===== config.mk =====
export PLATFORM = sky130hd
export DESIGN_NAME = dtm_ctrl
export DESIGN_NICKNAME = d
export VERILOG_FILES = /design/src/inc/dtm_pkg.sv /design/src/logic/dtm_debounce.sv /design/src/logic/dtm_ctrl.sv
export SDC_FILE = /design/constraint.sdc
export NUM_CORES = 1
export LEC_CHECK = 0
export ABC_AREA = 1
export BUFFER_PORTS_ARGS = -buffer_cell sky130_fd_sc_hd__buf_2
export CORE_ASPECT_RATIO = 0.8
export CORE_MARGIN = 2
export CORE_UTILIZATION = 50
export DETAILED_ROUTE_END_ITERATION = 8
export HOLD_SLACK_MARGIN = 0.02
export PLACE_DENSITY = 0.88
export SLEW_MARGIN = 15
export SYNTH_ARGS = -nofsm -noshare
export SYNTH_HDL_FRONTEND = slang
export SYNTH_SLANG_ARGS = --single-unit

===== constraint.sdc =====
create_clock -name clk -period 2.09 [get_ports clk]
set_clock_uncertainty 0.05 [all_clocks]
set_input_delay 0.627 -clock clk [delete_from_list [all_inputs] [get_ports clk]]
set_output_delay 0.627 -clock clk [all_outputs]
set_load 0.02 [all_outputs]

===== src/inc/dtm_pkg.sv =====
// constants, register map and types for the die thermal monitor control block
package dtm_pkg;

    // clocking: system clock and the derived low-frequency timer tick
    localparam int CLK_HZ           = 20_000_000;  // system clock rate
    localparam int LF_HZ            = 100_000;     // low-frequency timer clock rate
    localparam int LF_DIV           = CLK_HZ / LF_HZ;

    // printed times, all in microseconds
    localparam int DB_TIME_US       = 10;          // comparator debounce, both directions
    localparam int WIN_TIME_US      = 450;         // sampling window
    localparam int INTERVAL_TIME_US = 3000;        // sampling interval (3.0 ms)

    // times as low-frequency ticks: least times round up, none below one tick
    localparam int DB_TICKS_RAW     = (DB_TIME_US * LF_HZ + 999_999) / 1_000_000;
    localparam int DB_TICKS         = (DB_TICKS_RAW < 1) ? 1 : DB_TICKS_RAW;
    localparam int WIN_TICKS        = (WIN_TIME_US * LF_HZ) / 1_000_000;
    localparam int INTERVAL_TICKS   = (INTERVAL_TIME_US * LF_HZ) / 1_000_000;

    // threshold count (80, 95, 110, 125, 140, 155 degrees)
    localparam int N_WARN           = 6;

    // axi4-lite geometry
    localparam int ADDR_W           = 8;
    localparam int DATA_W           = 32;

    // register byte addresses
    localparam logic [ADDR_W-1:0] REG_CTRL  = 8'h00;  // enable and always-on select
    localparam logic [ADDR_W-1:0] REG_FLAG  = 8'h04;  // sticky interrupt flags
    localparam logic [ADDR_W-1:0] REG_MASK  = 8'h08;  // interrupt masks, 1 = masked
    localparam logic [ADDR_W-1:0] REG_SENSE = 8'h0c;  // live sense and status, read only

    // control register fields
    localparam int CTRL_EN_BIT      = 0;   // monitor_enable_bit
    localparam int CTRL_AON_BIT     = 1;   // monitor_always_on_select

    // sense register fields
    localparam int SENSE_ANY_BIT    = 6;   // warn_sense_flag_any
    localparam int SENSE_SD_BIT     = 7;   // thermal shutdown in force
    localparam int SENSE_PWR_BIT    = 8;   // monitor powered now

    // reset values
    localparam logic [1:0]        CTRL_RST  = 2'h0;
    localparam logic [N_WARN-1:0] MASK_RST  = 6'h3f;
    localparam logic [N_WARN-1:0] FLAG_RST  = 6'h00;

    // axi responses
    localparam logic [1:0] RESP_OKAY   = 2'h0;
    localparam logic [1:0] RESP_SLVERR = 2'h2;

    // register select
    typedef enum logic [2:0] {
        SEL_CTRL  = 3'b000,
        SEL_FLAG  = 3'b001,
        SEL_MASK  = 3'b010,
        SEL_SENSE = 3'b011,
        SEL_NONE  = 3'b100
    } dtm_sel_t;

    // monitor power mode
    typedef enum logic [1:0] {
        MODE_OFF    = 2'b00,
        MODE_AON    = 2'b01,
        MODE_SAMPLE = 2'b10
    } dtm_mode_t;

endpackage


===== src/logic/dtm_debounce.sv =====
// bidirectional tick-based debouncer for a group of comparator outputs
`timescale 1ns/1ps

module dtm_debounce
    import dtm_pkg::*;
#(
    parameter int W        = 7,
    parameter int DB_COUNT = DB_TICKS
) (
    // clock and reset
    input  wire logic         clk,
    input  wire logic         rst_b,
    // control
    input  wire logic         en,      // monitor powered, comparators valid
    input  wire logic         tick,    // low-frequency timer tick
    // comparators and results
    input  wire logic [W-1:0] raw,
    output logic      [W-1:0] state,   // debounced level
    output logic      [W-1:0] rise     // one-cycle pulse on debounced rise
);

    localparam int CW = $clog2(DB_COUNT + 1);
    localparam logic [CW-1:0] DB_LAST = CW'(DB_COUNT - 1);

    logic [W-1:0]  state_q, state_d;   // debounced levels
    logic [W-1:0]  rise_q,  rise_d;    // rising-edge pulses
    logic [CW-1:0] cnt_q [W];          // per-bit stability counters
    logic [CW-1:0] cnt_d [W];

    // count ticks while a bit differs; flip once it stayed different long enough
    always_comb begin
        state_d = state_q;
        for (int i = 0; i < W; i++) begin
            cnt_d[i] = cnt_q[i];
            if (!en || raw[i] == state_q[i]) begin
                // disabled or agreeing: no pending change
                cnt_d[i] = '0;
            end else if (tick) begin
                if (cnt_q[i] == DB_LAST) begin
                    state_d[i] = raw[i];
                    cnt_d[i]   = '0;
                end else begin
                    cnt_d[i] = cnt_q[i] + CW'(1);
                end
            end
        end
        rise_d = state_d & ~state_q;
    end

    // register debouncer state
    always_ff @(posedge clk) begin
        if (!rst_b) begin
            state_q <= '0;
            rise_q  <= '0;
            for (int i = 0; i < W; i++) begin
                cnt_q[i] <= '0;
            end
        end else begin
            state_q <= state_d;
            rise_q  <= rise_d;
            for (int i = 0; i < W; i++) begin
                cnt_q[i] <= cnt_d[i];
            end
        end
    end

    assign state = state_q;
    assign rise  = rise_q;

    // a debounced level moves only on a tick while enabled
    property p_db_on_tick;
        @(posedge clk) disable iff (!rst_b)
        (state_q != $past(state_q)) |-> ($past(tick) && $past(en));
    endproperty
    a_db_on_tick: assert property (p_db_on_tick) else $error("debounced level moved off a tick");

    // nothing moves while the monitor is unpowered
    property p_db_hold;
        @(posedge clk) disable iff (!rst_b)
        !en |=> (state_q == $past(state_q)) && (rise_q == '0);
    endproperty
    a_db_hold: assert property (p_db_hold) else $error("debounced level changed while disabled");

endmodule


===== src/logic/dtm_ctrl.sv =====
// die thermal monitor control: debounce, flags, sampling, shutdown and axi4-lite registers
//
// The AXI4-Lite register port and the placing of the registers were chosen for this implementation.
`timescale 1ns/1ps

module dtm_ctrl
    import dtm_pkg::*;
#(
    parameter int DIV_COUNT  = LF_DIV,          // system clocks per low-frequency tick
    parameter int DB_COUNT   = DB_TICKS,        // debounce length in ticks
    parameter int WIN_COUNT  = WIN_TICKS,       // sampling window in ticks
    parameter int INT_COUNT  = INTERVAL_TICKS   // sampling interval in ticks
) (
    // clock and reset
    input  wire logic              clk,
    input  wire logic              rst_b,
    // axi4-lite write address
    input  wire logic [ADDR_W-1:0] s_axi_awaddr,
    input  wire logic              s_axi_awvalid,
    output logic                   s_axi_awready,
    // axi4-lite write data
    input  wire logic [DATA_W-1:0] s_axi_wdata,
    input  wire logic [3:0]        s_axi_wstrb,
    input  wire logic              s_axi_wvalid,
    output logic                   s_axi_wready,
    // axi4-lite write response
    output logic [1:0]             s_axi_bresp,
    output logic                   s_axi_bvalid,
    input  wire logic              s_axi_bready,
    // axi4-lite read address
    input  wire logic [ADDR_W-1:0] s_axi_araddr,
    input  wire logic              s_axi_arvalid,
    output logic                   s_axi_arready,
    // axi4-lite read data
    output logic [DATA_W-1:0]      s_axi_rdata,
    output logic [1:0]             s_axi_rresp,
    output logic                   s_axi_rvalid,
    input  wire logic              s_axi_rready,
    // centre-die sensor comparators and system state
    input  wire logic [N_WARN-1:0] warn_cmp_in,        // warning comparators, analog hysteresis inside
    input  wire logic              shutdown_cmp_in,    // shutdown comparator, analog hysteresis inside
    input  wire logic              standby_state,      // 1 = standby, 0 = run
    // outputs to the system
    output logic                   monitor_power_en,   // powers the sensor and comparators
    output logic                   thermal_shutdown,   // level: shutdown in force, restart blocked
    output logic                   shared_irq_out_n    // active-low shared interrupt
);

    localparam int DW = $clog2(DIV_COUNT);
    localparam int SW = $clog2(INT_COUNT);
    localparam logic [DW-1:0] DIV_LAST = DW'(DIV_COUNT - 1);
    localparam logic [SW-1:0] INT_LAST = SW'(INT_COUNT - 1);
    localparam logic [SW-1:0] WIN_END  = SW'(WIN_COUNT);

    // map a byte address to a register select; unaligned or unknown is none
    function automatic dtm_sel_t dtm_decode(input logic [ADDR_W-1:0] a);
        unique case (a)
            REG_CTRL:  dtm_decode = SEL_CTRL;
            REG_FLAG:  dtm_decode = SEL_FLAG;
            REG_MASK:  dtm_decode = SEL_MASK;
            REG_SENSE: dtm_decode = SEL_SENSE;
            default:   dtm_decode = SEL_NONE;
        endcase
    endfunction

    // timer state
    logic [DW-1:0]     div_q, div_d;        // system clock divider
    logic              tick;                // one-cycle low-frequency tick
    logic [SW-1:0]     slot_q, slot_d;      // position in the sampling interval
    dtm_mode_t         mode;                // present power mode
    logic              power_q, power_d;    // monitor power
    // software state
    logic [1:0]        ctrl_q, ctrl_d;      // enable and always-on select
    logic [N_WARN-1:0] flag_q, flag_d;      // sticky interrupt flags
    logic [N_WARN-1:0] mask_q, mask_d;      // interrupt masks
    logic [N_WARN-1:0] flag_clr;            // flags cleared this cycle
    logic              sd_q, sd_d;          // shutdown in force
    // debounced comparators
    logic [N_WARN:0]   db_state;            // [N_WARN] is the shutdown comparator
    logic [N_WARN:0]   db_rise;             // debounced rising edges
    logic [N_WARN-1:0] sense;               // live sense flags
    // axi write side
    logic              aw_got_q, aw_got_d;  // write address held
    logic [ADDR_W-1:0] aw_addr_q, aw_addr_d;
    logic              w_got_q, w_got_d;    // write data held
    logic [DATA_W-1:0] w_data_q, w_data_d;
    logic [3:0]        w_strb_q, w_strb_d;
    logic              bvalid_q, bvalid_d;
    logic [1:0]        bresp_q, bresp_d;
    logic              do_write;            // both halves present
    dtm_sel_t          wsel;
    // axi read side
    logic              rvalid_q, rvalid_d;
    logic [DATA_W-1:0] rdata_q, rdata_d;
    logic [1:0]        rresp_q, rresp_d;
    logic              rd_take;             // read address accepted
    dtm_sel_t          rsel;

    // low-frequency tick and sampling slot counter
    always_comb begin
        tick   = (div_q == DIV_LAST);
        div_d  = tick ? '0 : div_q + DW'(1);
        slot_d = slot_q;
        if (mode != MODE_SAMPLE) begin
            // restart so that sampling opens with a window
            slot_d = '0;
        end else if (tick) begin
            slot_d = (slot_q == INT_LAST) ? '0 : slot_q + SW'(1);
        end
    end

    // power mode from enable, always-on select and run or standby
    always_comb begin
        if (!ctrl_q[CTRL_EN_BIT]) begin
            mode = MODE_OFF;
        end else if (ctrl_q[CTRL_AON_BIT] && !standby_state) begin
            mode = MODE_AON;
        end else begin
            mode = MODE_SAMPLE;
        end
        unique case (mode)
            MODE_OFF:    power_d = 1'b0;
            MODE_AON:    power_d = 1'b1;
            MODE_SAMPLE: power_d = (slot_q < WIN_END);
            default:     power_d = 1'b0;
        endcase
    end

    // register timers and power
    always_ff @(posedge clk) begin
        if (!rst_b) begin
            div_q   <= '0;
            slot_q  <= '0;
            power_q <= 1'b0;
        end else begin
            div_q   <= div_d;
            slot_q  <= slot_d;
            power_q <= power_d;
        end
    end

    // only the centre-die comparators enter; held while unpowered
    dtm_debounce #(
        .W        (N_WARN + 1),
        .DB_COUNT (DB_COUNT)
    ) u_debounce (
        .clk   (clk),
        .rst_b (rst_b),
        .en    (power_q),
        .tick  (tick),
        .raw   ({shutdown_cmp_in, warn_cmp_in}),
        .state (db_state),
        .rise  (db_rise)
    );

    // sense follows the debounced comparator, whose hysteresis sets release
    assign sense = db_state[N_WARN-1:0];

    // axi write channel acceptance and response
    always_comb begin
        s_axi_awready = !aw_got_q && !bvalid_q;
        s_axi_wready  = !w_got_q && !bvalid_q;
        do_write      = aw_got_q && w_got_q && !bvalid_q;
        wsel          = dtm_decode(aw_addr_q);
        aw_got_d      = aw_got_q;
        aw_addr_d     = aw_addr_q;
        w_got_d       = w_got_q;
        w_data_d      = w_data_q;
        w_strb_d      = w_strb_q;
        bvalid_d      = bvalid_q;
        bresp_d       = bresp_q;
        // capture either half in any order
        if (s_axi_awvalid && s_axi_awready) begin
            aw_got_d  = 1'b1;
            aw_addr_d = s_axi_awaddr;
        end
        if (s_axi_wvalid && s_axi_wready) begin
            w_got_d  = 1'b1;
            w_data_d = s_axi_wdata;
            w_strb_d = s_axi_wstrb;
        end
        // commit and answer
        if (do_write) begin
            aw_got_d = 1'b0;
            w_got_d  = 1'b0;
            bvalid_d = 1'b1;
            bresp_d  = (wsel == SEL_NONE) ? RESP_SLVERR : RESP_OKAY;
        end else if (bvalid_q && s_axi_bready) begin
            bvalid_d = 1'b0;
        end
    end

    // axi read channel: data registered one cycle after address
    always_comb begin
        s_axi_arready = !rvalid_q;
        rd_take       = s_axi_arvalid && s_axi_arready;
        rsel          = dtm_decode(s_axi_araddr);
        rvalid_d      = rvalid_q;
        rdata_d       = rdata_q;
        rresp_d       = rresp_q;
        if (rd_take) begin
            rvalid_d = 1'b1;
            rresp_d  = (rsel == SEL_NONE) ? RESP_SLVERR : RESP_OKAY;
            rdata_d  = '0;
            unique case (rsel)
                SEL_CTRL:  rdata_d[1:0]        = ctrl_q;
                SEL_FLAG:  rdata_d[N_WARN-1:0] = flag_q;
                SEL_MASK:  rdata_d[N_WARN-1:0] = mask_q;
                SEL_SENSE: begin
                    rdata_d[N_WARN-1:0]   = sense;
                    rdata_d[SENSE_ANY_BIT] = |sense;
                    rdata_d[SENSE_SD_BIT]  = sd_q;
                    rdata_d[SENSE_PWR_BIT] = power_q;
                end
                SEL_NONE:  rdata_d = '0;
                default:   rdata_d = '0;
            endcase
        end else if (rvalid_q && s_axi_rready) begin
            rvalid_d = 1'b0;
        end
    end

    // software registers, sticky flags and shutdown latch
    always_comb begin
        ctrl_d   = ctrl_q;
        mask_d   = mask_q;
        flag_clr = '0;
        if (do_write && w_strb_q[0]) begin
            unique case (wsel)
                SEL_CTRL: ctrl_d   = w_data_q[1:0];
                SEL_MASK: mask_d   = w_data_q[N_WARN-1:0];
                SEL_FLAG: flag_clr = w_data_q[N_WARN-1:0];
                default:  ctrl_d   = ctrl_q;
            endcase
        end
        // a read of the flag register clears what it returned
        if (rd_take && rsel == SEL_FLAG) begin
            flag_clr = flag_clr | flag_q;
        end
        // a new crossing wins over a clear in the same cycle
        flag_d = (flag_q & ~flag_clr) | db_rise[N_WARN-1:0];
        // shutdown holds until the debounced comparator has released
        if (db_rise[N_WARN]) begin
            sd_d = 1'b1;
        end else if (!db_state[N_WARN]) begin
            sd_d = 1'b0;
        end else begin
            sd_d = sd_q;
        end
    end

    // register bus and software state
    always_ff @(posedge clk) begin
        if (!rst_b) begin
            aw_got_q  <= 1'b0;
            aw_addr_q <= '0;
            w_got_q   <= 1'b0;
            w_data_q  <= '0;
            w_strb_q  <= '0;
            bvalid_q  <= 1'b0;
            bresp_q   <= RESP_OKAY;
            rvalid_q  <= 1'b0;
            rdata_q   <= '0;
            rresp_q   <= RESP_OKAY;
            ctrl_q    <= CTRL_RST;
            mask_q    <= MASK_RST;
            flag_q    <= FLAG_RST;
            sd_q      <= 1'b0;
        end else begin
            aw_got_q  <= aw_got_d;
            aw_addr_q <= aw_addr_d;
            w_got_q   <= w_got_d;
            w_data_q  <= w_data_d;
            w_strb_q  <= w_strb_d;
            bvalid_q  <= bvalid_d;
            bresp_q   <= bresp_d;
            rvalid_q  <= rvalid_d;
            rdata_q   <= rdata_d;
            rresp_q   <= rresp_d;
            ctrl_q    <= ctrl_d;
            mask_q    <= mask_d;
            flag_q    <= flag_d;
            sd_q      <= sd_d;
        end
    end

    // outputs
    assign s_axi_bvalid     = bvalid_q;
    assign s_axi_bresp      = bresp_q;
    assign s_axi_rvalid     = rvalid_q;
    assign s_axi_rdata      = rdata_q;
    assign s_axi_rresp      = rresp_q;
    assign monitor_power_en = power_q;
    assign thermal_shutdown = sd_q;
    assign shared_irq_out_n = !(|(flag_q & ~mask_q));

    // interrupt output tracks the unmasked flags a cycle after a crossing
    property p_irq_follow;
        @(posedge clk) disable iff (!rst_b)
        ((|(db_rise[N_WARN-1:0] & ~mask_q)) && (mask_d == mask_q)) |=> !shared_irq_out_n;
    endproperty
    a_irq_follow: assert property (p_irq_follow) else $error("unmasked crossing did not raise interrupt");

    // a debounced crossing lands in its flag
    property p_flag_set;
        @(posedge clk) disable iff (!rst_b)
        (db_rise[N_WARN-1:0] != '0) |=> ((flag_q & $past(db_rise[N_WARN-1:0])) == $past(db_rise[N_WARN-1:0]));
    endproperty
    a_flag_set: assert property (p_flag_set) else $error("crossing did not set its flag");

    // a flag only falls after a clear
    property p_flag_sticky;
        @(posedge clk) disable iff (!rst_b)
        (|($past(flag_q) & ~flag_q)) |-> ($past(flag_clr) != '0);
    endproperty
    a_flag_sticky: assert property (p_flag_sticky) else $error("flag dropped without a clear");

    // disabled monitor stays unpowered
    property p_off;
        @(posedge clk) disable iff (!rst_b)
        !ctrl_q[CTRL_EN_BIT] |=> !power_q;
    endproperty
    a_off: assert property (p_off) else $error("monitor powered while disabled");

    // always-on in run keeps power up
    property p_aon;
        @(posedge clk) disable iff (!rst_b)
        (ctrl_q[CTRL_EN_BIT] && ctrl_q[CTRL_AON_BIT] && !standby_state) [*2] |-> power_q;
    endproperty
    a_aon: assert property (p_aon) else $error("always-on run mode lost power");

    // in sampling the power is on exactly inside the window slots
    property p_window;
        @(posedge clk) disable iff (!rst_b)
        ($past(mode) == MODE_SAMPLE) |-> (power_q == ($past(slot_q) < WIN_END));
    endproperty
    a_window: assert property (p_window) else $error("sampling power outside its window");

    // standby powers the monitor only inside the sampling window
    property p_standby;
        @(posedge clk) disable iff (!rst_b)
        (standby_state && ctrl_q[CTRL_EN_BIT]) |=> (power_q == ($past(slot_q) < WIN_END));
    endproperty
    a_standby: assert property (p_standby) else $error("standby left sampling mode");

    // shutdown rises with the debounced trip and holds while it stays
    property p_shutdown;
        @(posedge clk) disable iff (!rst_b)
        db_rise[N_WARN] |=> sd_q ##1 (sd_q || !db_state[N_WARN]);
    endproperty
    a_shutdown: assert property (p_shutdown) else $error("shutdown did not follow trip");

endmodule


Yosys cells after proc, flatten, opt, wreduce, memory -nomap -nowiden
Memory sizes are Yosys's and may differ from the RTL's.
Index checks and enable logic that the tools add are counted.
Widths: inputs -> output; s select.
{"block": "word_totals", "ff_bits": 79, "latchBits": 0, "ram_bits": 7, "mem_bits_ro": 0, "in_bits": 67, "output_inout_bits": 44, "word_cells": 182, "memories": 1}
{"block": "classes", "add_sub_neg": 9, "n_mul": 0, "div_mod_pow": 0, "magnitude_cmp": 1, "eq_ne": 26, "n_shift": 0, "n_mux": 71, "bitwise_logic": 16, "n_reduce_logical": 39}
{"memory": "u_debounce.cnt_q", "words": 7, "word_bits": 1, "rd": 7, "rd_clocked_by_memory_dff": 0, "wr": 7, "line": "dtm_debounce.sv:27", "rtl": "logic [CW-1:0] cnt_q [W];"}
{"operator": "$mux 1", "n": 57}
{"operator": "$eq 8x4->1 const B", "n": 4}
{"operator": "$pmux 3 s4", "n": 2}
{"operator": "$mux 6", "n": 3}
{"operator": "$eq 8x3->1 const B", "n": 2}
{"operator": "$logic_not 8->1", "n": 2}
{"operator": "$and 6x6->6", "n": 2}
{"operator": "$logic_and 1x1->1", "n": 12}
{"operator": "$not 6->6", "n": 2}
{"operator": "$or 6x6->6", "n": 2}
{"operator": "$pmux 4 s3", "n": 1}
{"operator": "$reduce_or 6->1", "n": 2}
{"operator": "$add 9x1->9 const B", "n": 1}
{"operator": "$eq 3x2->1 const B", "n": 3}
{"operator": "$eq 9x9->1 const B", "n": 1}
{"operator": "$lt 9x6->1 const B", "n": 1}
{"operator": "$mux 9", "n": 1}
{"operator": "$add 8x1->8 const B", "n": 1}
{"operator": "$eq 8x8->1 const B", "n": 1}
{"operator": "$mux 2", "n": 4}
{"operator": "$pmux 2 s4", "n": 1}
{"operator": "$add 1x1->1 const B", "n": 7}
{"operator": "$and 7x7->7", "n": 1}
{"operator": "$eq 1x1->1", "n": 7}
{"operator": "other kinds (16)", "n": 42}

Depth between registers and ports, before layout
Gate-level depths: netlist (run 1).
{"block": "logic_depth", "ltp_word": 10, "depth_mapped": 9, "depth_no_buf": 9}

Hierarchy
A second synthesis (run 1) with hierarchy kept.
{"block": "unflattened", "hier_cells": 544, "area_unflattened_um2": 3963.8}
{"module": "dtm_ctrl", "instances": 1, "cells_per_inst": 428, "area_each_um2": 3050.4, "seq_area_each_um2": 1261.2}
{"module": "dtm_debounce", "instances": 1, "cells_per_inst": 116, "area_each_um2": 913.4, "seq_area_each_um2": 470.5}

Worst setup path before layout (run 1)
No wires, ideal clock.
{"block": "synth_path", "kind": "register to output", "startpoint": "register mask_q[5]", "endpoint": "output shared_irq_out_n", "t_arrival_ns": 0.918, "path_slack_ns": 0.495, "stages_incl_launch_ff": 3, "n_path_buf": 0, "path_cell_list": "dfxtp_1 o22ai_1 nor3_1"}
{"block": "synth_via", "elab_chain_len": 4}
{"item": "start: declaration", "line": "dtm_ctrl.sv:75", "rtl": "logic [N_WARN-1:0] mask_q, mask_d;"}
{"item": "start signal: assignment", "line": "dtm_ctrl.sv:281", "rtl": "mask_q <= mask_d;"}
{"item": "$not 6->6", "line": "dtm_ctrl.sv:295", "rtl": "assign shared_irq_out_n = !(|(flag_q & ~mask_q));"}
{"item": "$and 6x6->6", "line": "dtm_ctrl.sv:295"}
{"item": "$reduce_or 6->1", "line": "dtm_ctrl.sv:295"}
{"item": "$logic_not 1->1", "line": "dtm_ctrl.sv:295"}
{"item": "end: declaration", "line": "dtm_ctrl.sv:46", "rtl": "output logic shared_irq_out_n"}
Every way passes these cells.

Worst setup path after layout (run 1)
{"block": "layout_path", "startpoint": "register flag_q[1]", "endpoint": "output shared_irq_out_n"}
{"block": "layout_via", "elab_chain_len": 3}
{"item": "start: declaration", "line": "dtm_ctrl.sv:74", "rtl": "logic [N_WARN-1:0] flag_q, flag_d;"}
{"item": "start signal: assignment", "line": "dtm_ctrl.sv:282", "rtl": "flag_q <= flag_d;"}
{"item": "$and 6x6->6", "line": "dtm_ctrl.sv:295"}
{"item": "$reduce_or 6->1", "line": "dtm_ctrl.sv:295"}
{"item": "$logic_not 1->1", "line": "dtm_ctrl.sv:295"}
Every way passes these cells.

==> impl_metrics.csv, run 1 <==
group,metric,value,unit
critical_path,max_stage_delay,0.35,ns
floorplan,initial_core_util,0.520,
floorplan,die_area,7930,µm²
sta,setup_viol,0,
routing,vias,3365,
finish,fill_cells,609,
critical_path,crit_fanout,3,
sta,finalHoldViolations,0,
finish,area_growth,13.9,%
global_routing,grt_pass1_vias,2971,
synthesis,seq_area_frac_synth,0.446,
floorplan,io_pins,111,
floorplan,core_area,6960,µm²
hold_path,min_path_type,"reg2reg",
power,finalPower,2910,µW
finish,mostFrequentLayoutCells,"nor2_1, dfxtp_1, nand2_1",
finish,drive_gt1_frac,0.159,
finish,layout_commonest_cell,"nor2_1",
routing,wl_per_cell,11.8,µm
place,portBuffers,56,
global_routing,grt_util_met3,0.0731,
power,leakage,0.00185,µW
routing,routed_wl,7.83,mm
power,powerDensity,707,nW/µm²
place,hpwl,5.82,mm
global_routing,grt_overflow,0,
critical_path,cp.arrival,1.27,ns
finish,nets,641,
global_routing,met2_usage,0.341,
clock_network,cts_buffers,9,
finish,antenna_cells,0,
synthesis,synthCells,505,
flow_run,cap_violations,0,
synthesis,synth-simple-area-share,0.304,
sta,rsz0062_at_grt,"no",
place,placed_area,3940,µm²
clock_network,clockBufferDepth,2,
routing,vias_per_cell,5.07,
critical_path,worstPathCellList,"inv_1 -> o22ai_1 -> nor3_1 -> buf_2",
sta,setup_tns,0,ns
critical_path,crit_path_end_kind,"primary output",
global_routing,grt_use_total,0.205,
synthesis,syn_area,3620,µm²
critical_path,crit_cells,4,
place,gp_congestion,0.925,
clock_network,clk_pin_slew,0.08,ns
clock_network,cts_sinks,80,
hold_path,min_path_cells,2,
global_routing,grt_max_degree,35,
finish,fin_area,4120,µm²
clock_network,cts_resized,0,
outcome,status,"complete, no violations",
synthesis,synth_top_family_by_area,"simple AND/OR/NAND/NOR gates",
clock_network,htreeDepth,3,
synthesis,synth_xor_area_frac,0.0121,
clock_network,ctsHoldBuffers,0,
clock_network,clock_latency,0.35,ns
sta,slew_viol_final,0,
floorplan,rows,27,
critical_path,worst_r2r_path_depth,8,
clock_network,clockRootBuffer,"clkbuf_8",
critical_path,path_class,"reg2out",
clock_network,cts_setup_buffers,0,
synthesis,muxShareOfSynthArea,0,
global_routing,grtUsageMet1,0.249,
floorplan,dieHeight,80.1,µm
sta,period_minus_slack,1.95,ns
critical_path,cp-start-kind,"flop",
clock_network,cts_tree,"yes",
floorplan,dieWidth,99.1,µm
synthesis,yosys_warnings,0,
global_routing,grt_pass1_wl,12.9,mm
routing,post-route-drc-count,0,
synthesis,ys_ff_latch,80,
critical_path,critPathSlowestCell,"dfxtp_1",
routing,firstDrtPassIters,5,
routing,ant_nets,0,
synthesis,synth.distinct_cells,32,
critical_path,crit_buf_inv,2,
power,peakVddDrop,0.289,mV
critical_path,critPathTopFamily,"flip-flops",
synthesis,avgSynthCellArea,7.16,µm²
synthesis,synth_compound_area_frac,0.100,
global_routing,antenna_found_initial,1,
sta,fmax,0.514,GHz
synthesis,synthAdderAreaFrac,0.00692,
routing,drt_iter0_drc,218,
global_routing,top_usage_layer,"met2",
sta,min_period_over_period,0.931,
critical_path,critPathRequiredTime,1.41,ns
-- state kept, by name, summed over array words and instances, names as in the netlist, 6 cells and up --
signal            flops
slot_q                9
flag_q                6
mask_q                6
div_q                 8
u_debounce.state      7
aw_addr_q             8
s_axi_rdata           9
u_debounce.rise       7
w_data_q              6
-- through the flow --
stage / hold slack (ns) / std cells / utilization / setup slack, ns
detailed placement: 0.379 / 648 / 0.566 / 0.248
global placement: 0.368 / 648 / 0.566 / 0.322
floorplan: 0.363 / 530 / - / 0.495
finish: 0.386 / 664 / 0.592 / 0.145
CTS: 0.387 / 664 / 0.592 / 0.161
global route: 0.403 / 664 / 0.592 / 0.0697
-- cell usage after synthesis (all sizes together) --
library cell | count | share of area
nor2 | 88 | 0.092
nand2 | 80 | 0.084
dfxtp | 79 | 0.44
inv | 58 | 0.060
nand3 | 57 | 0.079
o21ai | 32 | 0.045
buf | 31 | 0.063
a21oi | 29 | 0.040
nand4 | 12 | 0.021
nor3 | 12 | 0.019
clkbuf | 6 | 0.0062
xor2 | 5 | 0.012
o22ai | 3 | 0.0052
ha | 2 | 0.0069
nor4 | 2 | 0.0035
a211oi | 1 | 0.0035
a31oi | 1 | 0.0017
clkinv | 1 | 0.0010
conb | 1 | 0.0010
edfxtp | 1 | 0.0083
nor2b | 1 | 0.0017
nor3b | 1 | 0.0035
o21a | 1 | 0.0021
o31ai | 1 | 0.0021
-- final cells by class --
type                            count  area, µm²  share of cell area
Clock inverter                      5       38.8             0.00941
Tap cell                           87        109              0.0264
Timing Repair Buffer               68        370              0.0899
Sequential cell                    80       1610               0.391
Inverter                           59        221              0.0538
Clock buffer                       11        141              0.0343
Multi-Input combinational cell    354       1630               0.395
-- power breakdown --
part | internal [µW] | switching, µW
sequential | 1570 | 31.9
combinational | 88.8 | 185
clock | 471 | 564
-- logic make-up after synthesis --
family                   count (synthesis)
AND/OR/NAND/NOR                        253
buffers and inverters                   96
flip-flops                              80
AO/OA/AOI/OAI                           68
XOR/XNOR                                 5
adder cells (fa/ha/maj)                  2
other                                    1
-- metal layers --
metal,share of wire,up-vias
met4,0.0084,0
met2,0.46,119
li1,-,1720
met3,0.081,6
met5,0,-
met1,0.45,1520
-- worst register-to-register path, stage by stage (launching register included) --
cell     delay, ns
dfxtp_1       0.36
ha_1          0.19
nand2_1       0.08
nor2_1        0.13
nand2_2       0.23
inv_2         0.20
nand2_2       0.14
o21ai_0       0.24
a21oi_1       0.06
-- final timing paths --
check | from | to | slack [ns]
min | u_debounce.rise[5] | flag_q[5] | 0.39
min reg2reg | u_debounce.rise[5] | flag_q[5] | 0.39
max reg2reg | div_q[0] | u_debounce.state[3] | 0.29
max | flag_q[1] | shared_irq_out_n | 0.14
No activity file was read; power rests on OpenSTA's default activity.
==> inputs of run 2 (changes only) <==
CORE_UTILIZATION = 30   (was 50)
PLACE_DENSITY = 0.61   (was 0.88)
==> impl_metrics.csv, run 2 (synthesized netlist as in run 1, its figures left out) <==
group,metric,value,unit
critical_path,cp-start-kind,"flop",
global_routing,grt_max_degree,26,
routing,routed_wl,8.44,mm
routing,drt_iter0_drc,152,
finish,mostFrequentLayoutCells,"nor2_1, dfxtp_1, nand2_1",
power,p_sw,822,µW
clock_network,clk_pin_slew,0.06,ns
floorplan,core_area,11600,µm²
global_routing,grt_pass1_vias,3093,
place,gp_congestion,0.820,
clock_network,clockBufferDepth,2,
floorplan,rows,35,
clock_network,clockRootBuffer,"clkbuf_16",
global_routing,antenna_found_initial,1,
finish,final_cell_count_no_fill,721,
place,placed_area,3990,µm²
clock_network,cts_buffers,9,
floorplan,io_pins,111,
finish,nets,638,
power,powerDensity,824,nW/µm²
sta,finalHoldViolations,0,
critical_path,crit_path_end_kind,"primary output",
place,dp_cells,706,
hold_path,min_path_type,"reg2reg",
power,power.internal,2730,µW
finish,seqCellArea,1610,µm²
sta,fmax,0.520,GHz
floorplan,dieHeight,102,µm
power,combPwrFrac,0.077,
finish,fin_area,4310,µm²
finish,multi_input_area,1630,µm²
flow_run,cap_violations,0,
global_routing,grt_util_met3,0.0492,
clock_network,clock_latency,0.33,ns
floorplan,initial_core_util,0.310,
global_routing,grtUsageMet1,0.172,
clock_network,cts_setup_buffers,0,
power,seqPwrFrac,0.451,
sta,fin_ws,0.167,ns
finish,layout_commonest_cell,"nor2_1",
sta,period_minus_slack,1.92,ns
place,preCtsSetupSlack,0.0563,ns
place,hpwl,6.33,mm
global_routing,grt_use_total,0.139,
place,portBuffers,56,
outcome,status,"complete, no violations",
clock_network,cts_resized,0,
routing,firstDrtPassIters,5,
power,p_sw_frac,0.231,
power,peakVddDrop,0.364,mV
finish,drive_gt1_frac,0.155,
sta,slew_viol_final,0,
power,clockPowerShare,0.472,
critical_path,critPathRequiredTime,1.41,ns
critical_path,cp.arrival,1.25,ns
clock_network,cts_tree,"yes",
sta,rsz0062_at_grt,"no",
clock_network,cts_sinks,80,
clock_network,ctsHoldBuffers,0,
finish,area_growth,19.3,%
global_routing,grt_pass1_wl,14.3,mm
routing,wl_per_cell,11.7,µm
global_routing,top_usage_layer,"met2",
global_routing,met2_usage,0.228,
routing,post-route-drc-count,0,
finish,fill_cells,1220,
routing,vias_per_cell,4.61,
sta,min_period_over_period,0.920,
routing,vias,3322,
critical_path,path_class,"reg2out",
sta,setup_viol,0,
sta,setup_tns,0,ns
routing,ant_nets,0,
finish,antenna_cells,0,
power,leakage,0.00190,µW
floorplan,die_area,13000,µm²
floorplan,dieWidth,127,µm
critical_path,crit_fanout,3,
global_routing,grt_overflow,0,
clock_network,htreeDepth,3,
-- run 2: per-layer routing --
layer	routed length, µm	up-vias
met3	759	12
met1	3840	1485
met2	3720	112
met4	114	2
li1	-	1711
met5	13	-
-- run 2: area by class of cell --
type,count,area share
sequential,80,0.374
clock inverter,5,0.0186
multi-input combinational,354,0.377
clock buffer,10,0.0554
tap,148,0.0429
inverter,59,0.0513
timing repair buffer,65,0.0806
-- run 2: worst paths after layout --
| path | startpoint | end | slack [ns] | cells after the start |
|---|---|---|---|---|
| worst min register to register | u_debounce.rise[5] | flag_q[5] | 0.38 | 2 |
| worst max register to register | div_q[0] | u_debounce.state[3] | 0.32 | 8 |
| worst max-delay path | mask_q[5] | shared_irq_out_n | 0.17 | 3 |
| worst min-delay path | u_debounce.rise[5] | flag_q[5] | 0.38 | 2 |
-- run 2: worst max-delay path, stage by stage (launching register included) --
cell	delay (ns)
dfxtp_1	0.38
o22ai_1	0.10
nor3_1	0.23
buf_2	0.21
-- run 2: through the flow --
stage | total power, µW | hold slack (ns) | util
6_report | 3550 | 0.378 | 0.370
5_1_grt | 3710 | 0.391 | 0.370
4_1_cts | 3600 | 0.387 | 0.370
3_5_place_dp | 1910 | 0.377 | 0.343
3_3_place_gp | 1900 | 0.368 | 0.343
2_1_floorplan | 1850 | 0.363 | -
-- run 2: power groups by stage --
stage | combinational, µW | sequential, µW | clock, µW
2_1_floorplan | 212 | 1640 | 0
3_3_place_gp | 266 | 1630 | 0
3_5_place_dp | 272 | 1640 | 0
4_1_cts | 273 | 1600 | 1720
5_1_grt | 313 | 1610 | 1790
6_report | 272 | 1600 | 1680
==> inputs of run 3 (changes only) <==
CTS_BUF_LIST = sky130_fd_sc_hd__clkbuf_8   (was unset)
==> impl_metrics.csv, run 3 (synthesized netlist as in run 1, its figures left out) <==
group,metric,value,unit
clock_network,clockBufferDepth,2,
floorplan,dieWidth,127,µm
finish,antenna_cells,0,
power,finalPower,3130,µW
power,leakage,0.00186,µW
critical_path,cp.arrival,1.28,ns
place,dp_cells,706,
hold_path,hp-start,"u_debounce.rise[5]",
power,peakVddDrop,0.269,mV
routing,ant_nets,0,
sta,setup_tns,0,ns
routing,vias,3327,
place,gp_congestion,0.820,
critical_path,rrSetupSlack,0.32,ns
routing,routed_wl,8.44,mm
global_routing,grt_use_total,0.138,
place,portBuffers,56,
sta,period_minus_slack,1.96,ns
hold_path,min_to,"flag_q[5]",
critical_path,cp-start-kind,"flop",
critical_path,worst_r2r_path_depth,8,
critical_path,crit_fanout,3,
finish,mostFrequentLayoutCells,"nor2_1, dfxtp_1, nand2_1",
finish,layout_commonest_cell,"nor2_1",
sta,fmax,0.510,GHz
finish,final_cell_count_no_fill,721,
floorplan,io_pins,111,
global_routing,grt_max_degree,26,
outcome,status,"complete, no violations",
power,powerDensity,743,nW/µm²
clock_network,cts_setup_buffers,0,
critical_path,worstPathCellList,"o22ai_1 -> nor3_1 -> buf_2",
routing,firstDrtPassIters,5,
critical_path,critPathRequiredTime,1.41,ns
clock_network,clockRootBuffer,"clkbuf_8",
place,preCtsSetupSlack,0.0563,ns
critical_path,max_stage_delay,0.40,ns
place,hpwl,6.33,mm
sta,setup_viol,0,
critical_path,reg2reg_from,"div_q[0]",
flow_run,cap_violations,0,
sta,slew_viol_final,0,
clock_network,ctsHoldBuffers,0,
clock_network,clock_latency,0.35,ns
routing,drt_iter0_drc,173,
clock_network,cts_buffers,9,
floorplan,rows,35,
sta,fin_ws,0.128,ns
critical_path,crit_path_end_kind,"primary output",
floorplan,core_area,11600,µm²
floorplan,die_area,13000,µm²
clock_network,htreeDepth,3,
global_routing,grt_pass1_vias,3051,
finish,nets,638,
clock_network,cts_resized,0,
finish,drive_gt1_frac,0.155,
routing,post-route-drc-count,0,
sta,rsz0062_at_grt,"no",
floorplan,dieHeight,102,µm
floorplan,initial_core_util,0.310,
routing,vias_per_cell,4.61,
routing,wl_per_cell,11.7,µm
critical_path,critPathTopFamily,"flip-flops",
sta,finalHoldViolations,0,
critical_path,critPathSlowestCell,"dfxtp_1",
hold_path,min_path_cells,2,
sta,min_period_over_period,0.939,
finish,area_growth,16.5,%
critical_path,path_class,"reg2out",
critical_path,crit_buf_inv,1,
clock_network,cts_sinks,80,
global_routing,grt_overflow,0,
global_routing,grt_pass1_wl,14.2,mm
finish,final_util,0.362,
global_routing,antenna_found_initial,1,
critical_path,timing.rr.end,"u_debounce.rise[3]",
clock_network,clk_pin_slew,0.08,ns
clock_network,cts_tree,"yes",
hold_path,min_path_type,"reg2reg",
## run 3: cell counts in the layout (fill, tap and decap cells not counted)
No cell type changed its count.
## run 3: final cells by class
cell class | instances | area [µm²]
clock buffer | 10 | 138
clock inverter | 5 | 80.1
fill | 1237 | 7440
inverter | 59 | 221
multi-input combinational | 354 | 1630
sequential | 80 | 1610
tap | 148 | 185
timing repair buffer | 65 | 348
## run 3: worst max-delay path by stage
stage          cells past startpoint          endpoint  slack, ns             from
6_report                           3  shared_irq_out_n       0.13        mask_q[1]
5_1_grt                            3  shared_irq_out_n       0.06        mask_q[5]
4_1_cts                            3  shared_irq_out_n       0.11        mask_q[1]
3_5_place_dp                       7         flag_q[0]       0.06  s_axi_araddr[5]
3_3_place_gp                       7         flag_q[4]        0.1  s_axi_araddr[7]
2_1_floorplan                      2  shared_irq_out_n       0.49        mask_q[5]
## run 3: worst reg2reg max path, stage by stage, from the launching register on
cell and delay [ns]:
dfxtp_1 0.36, ha_1 0.17, nand2_1 0.08, nor2_1 0.13
nand2_2 0.23, inv_2 0.20, nand2_2 0.14, o21ai_0 0.23
nor3_1 0.07
## run 3: layer usage
layer / track usage / up-vias / share of wire
met4: 0.0363 / 2 / 0.0094
met5: 0 / - / 0.0015
met2: 0.224 / 122 / 0.44
met3: 0.0524 / 11 / 0.085
li1: - / 1717 / -
met1: 0.174 / 1475 / 0.47
## run 3: through the flow
| step | hold WS, ns | cell area [µm²] |
|---|---|---|
| after global placement | 0.368 | 3990 |
| after global routing | 0.395 | 4210 |
| final | 0.379 | 4210 |
| after floorplan | 0.363 | 3710 |
| after CTS | 0.387 | 4210 |
| after detailed placement | 0.377 | 3990 |
## run 3: power by group
group / switching (µW) / internal [µW]
Clock: 558 / 699
Sequential: 30.7 / 1570
Combinational: 186 / 85.6
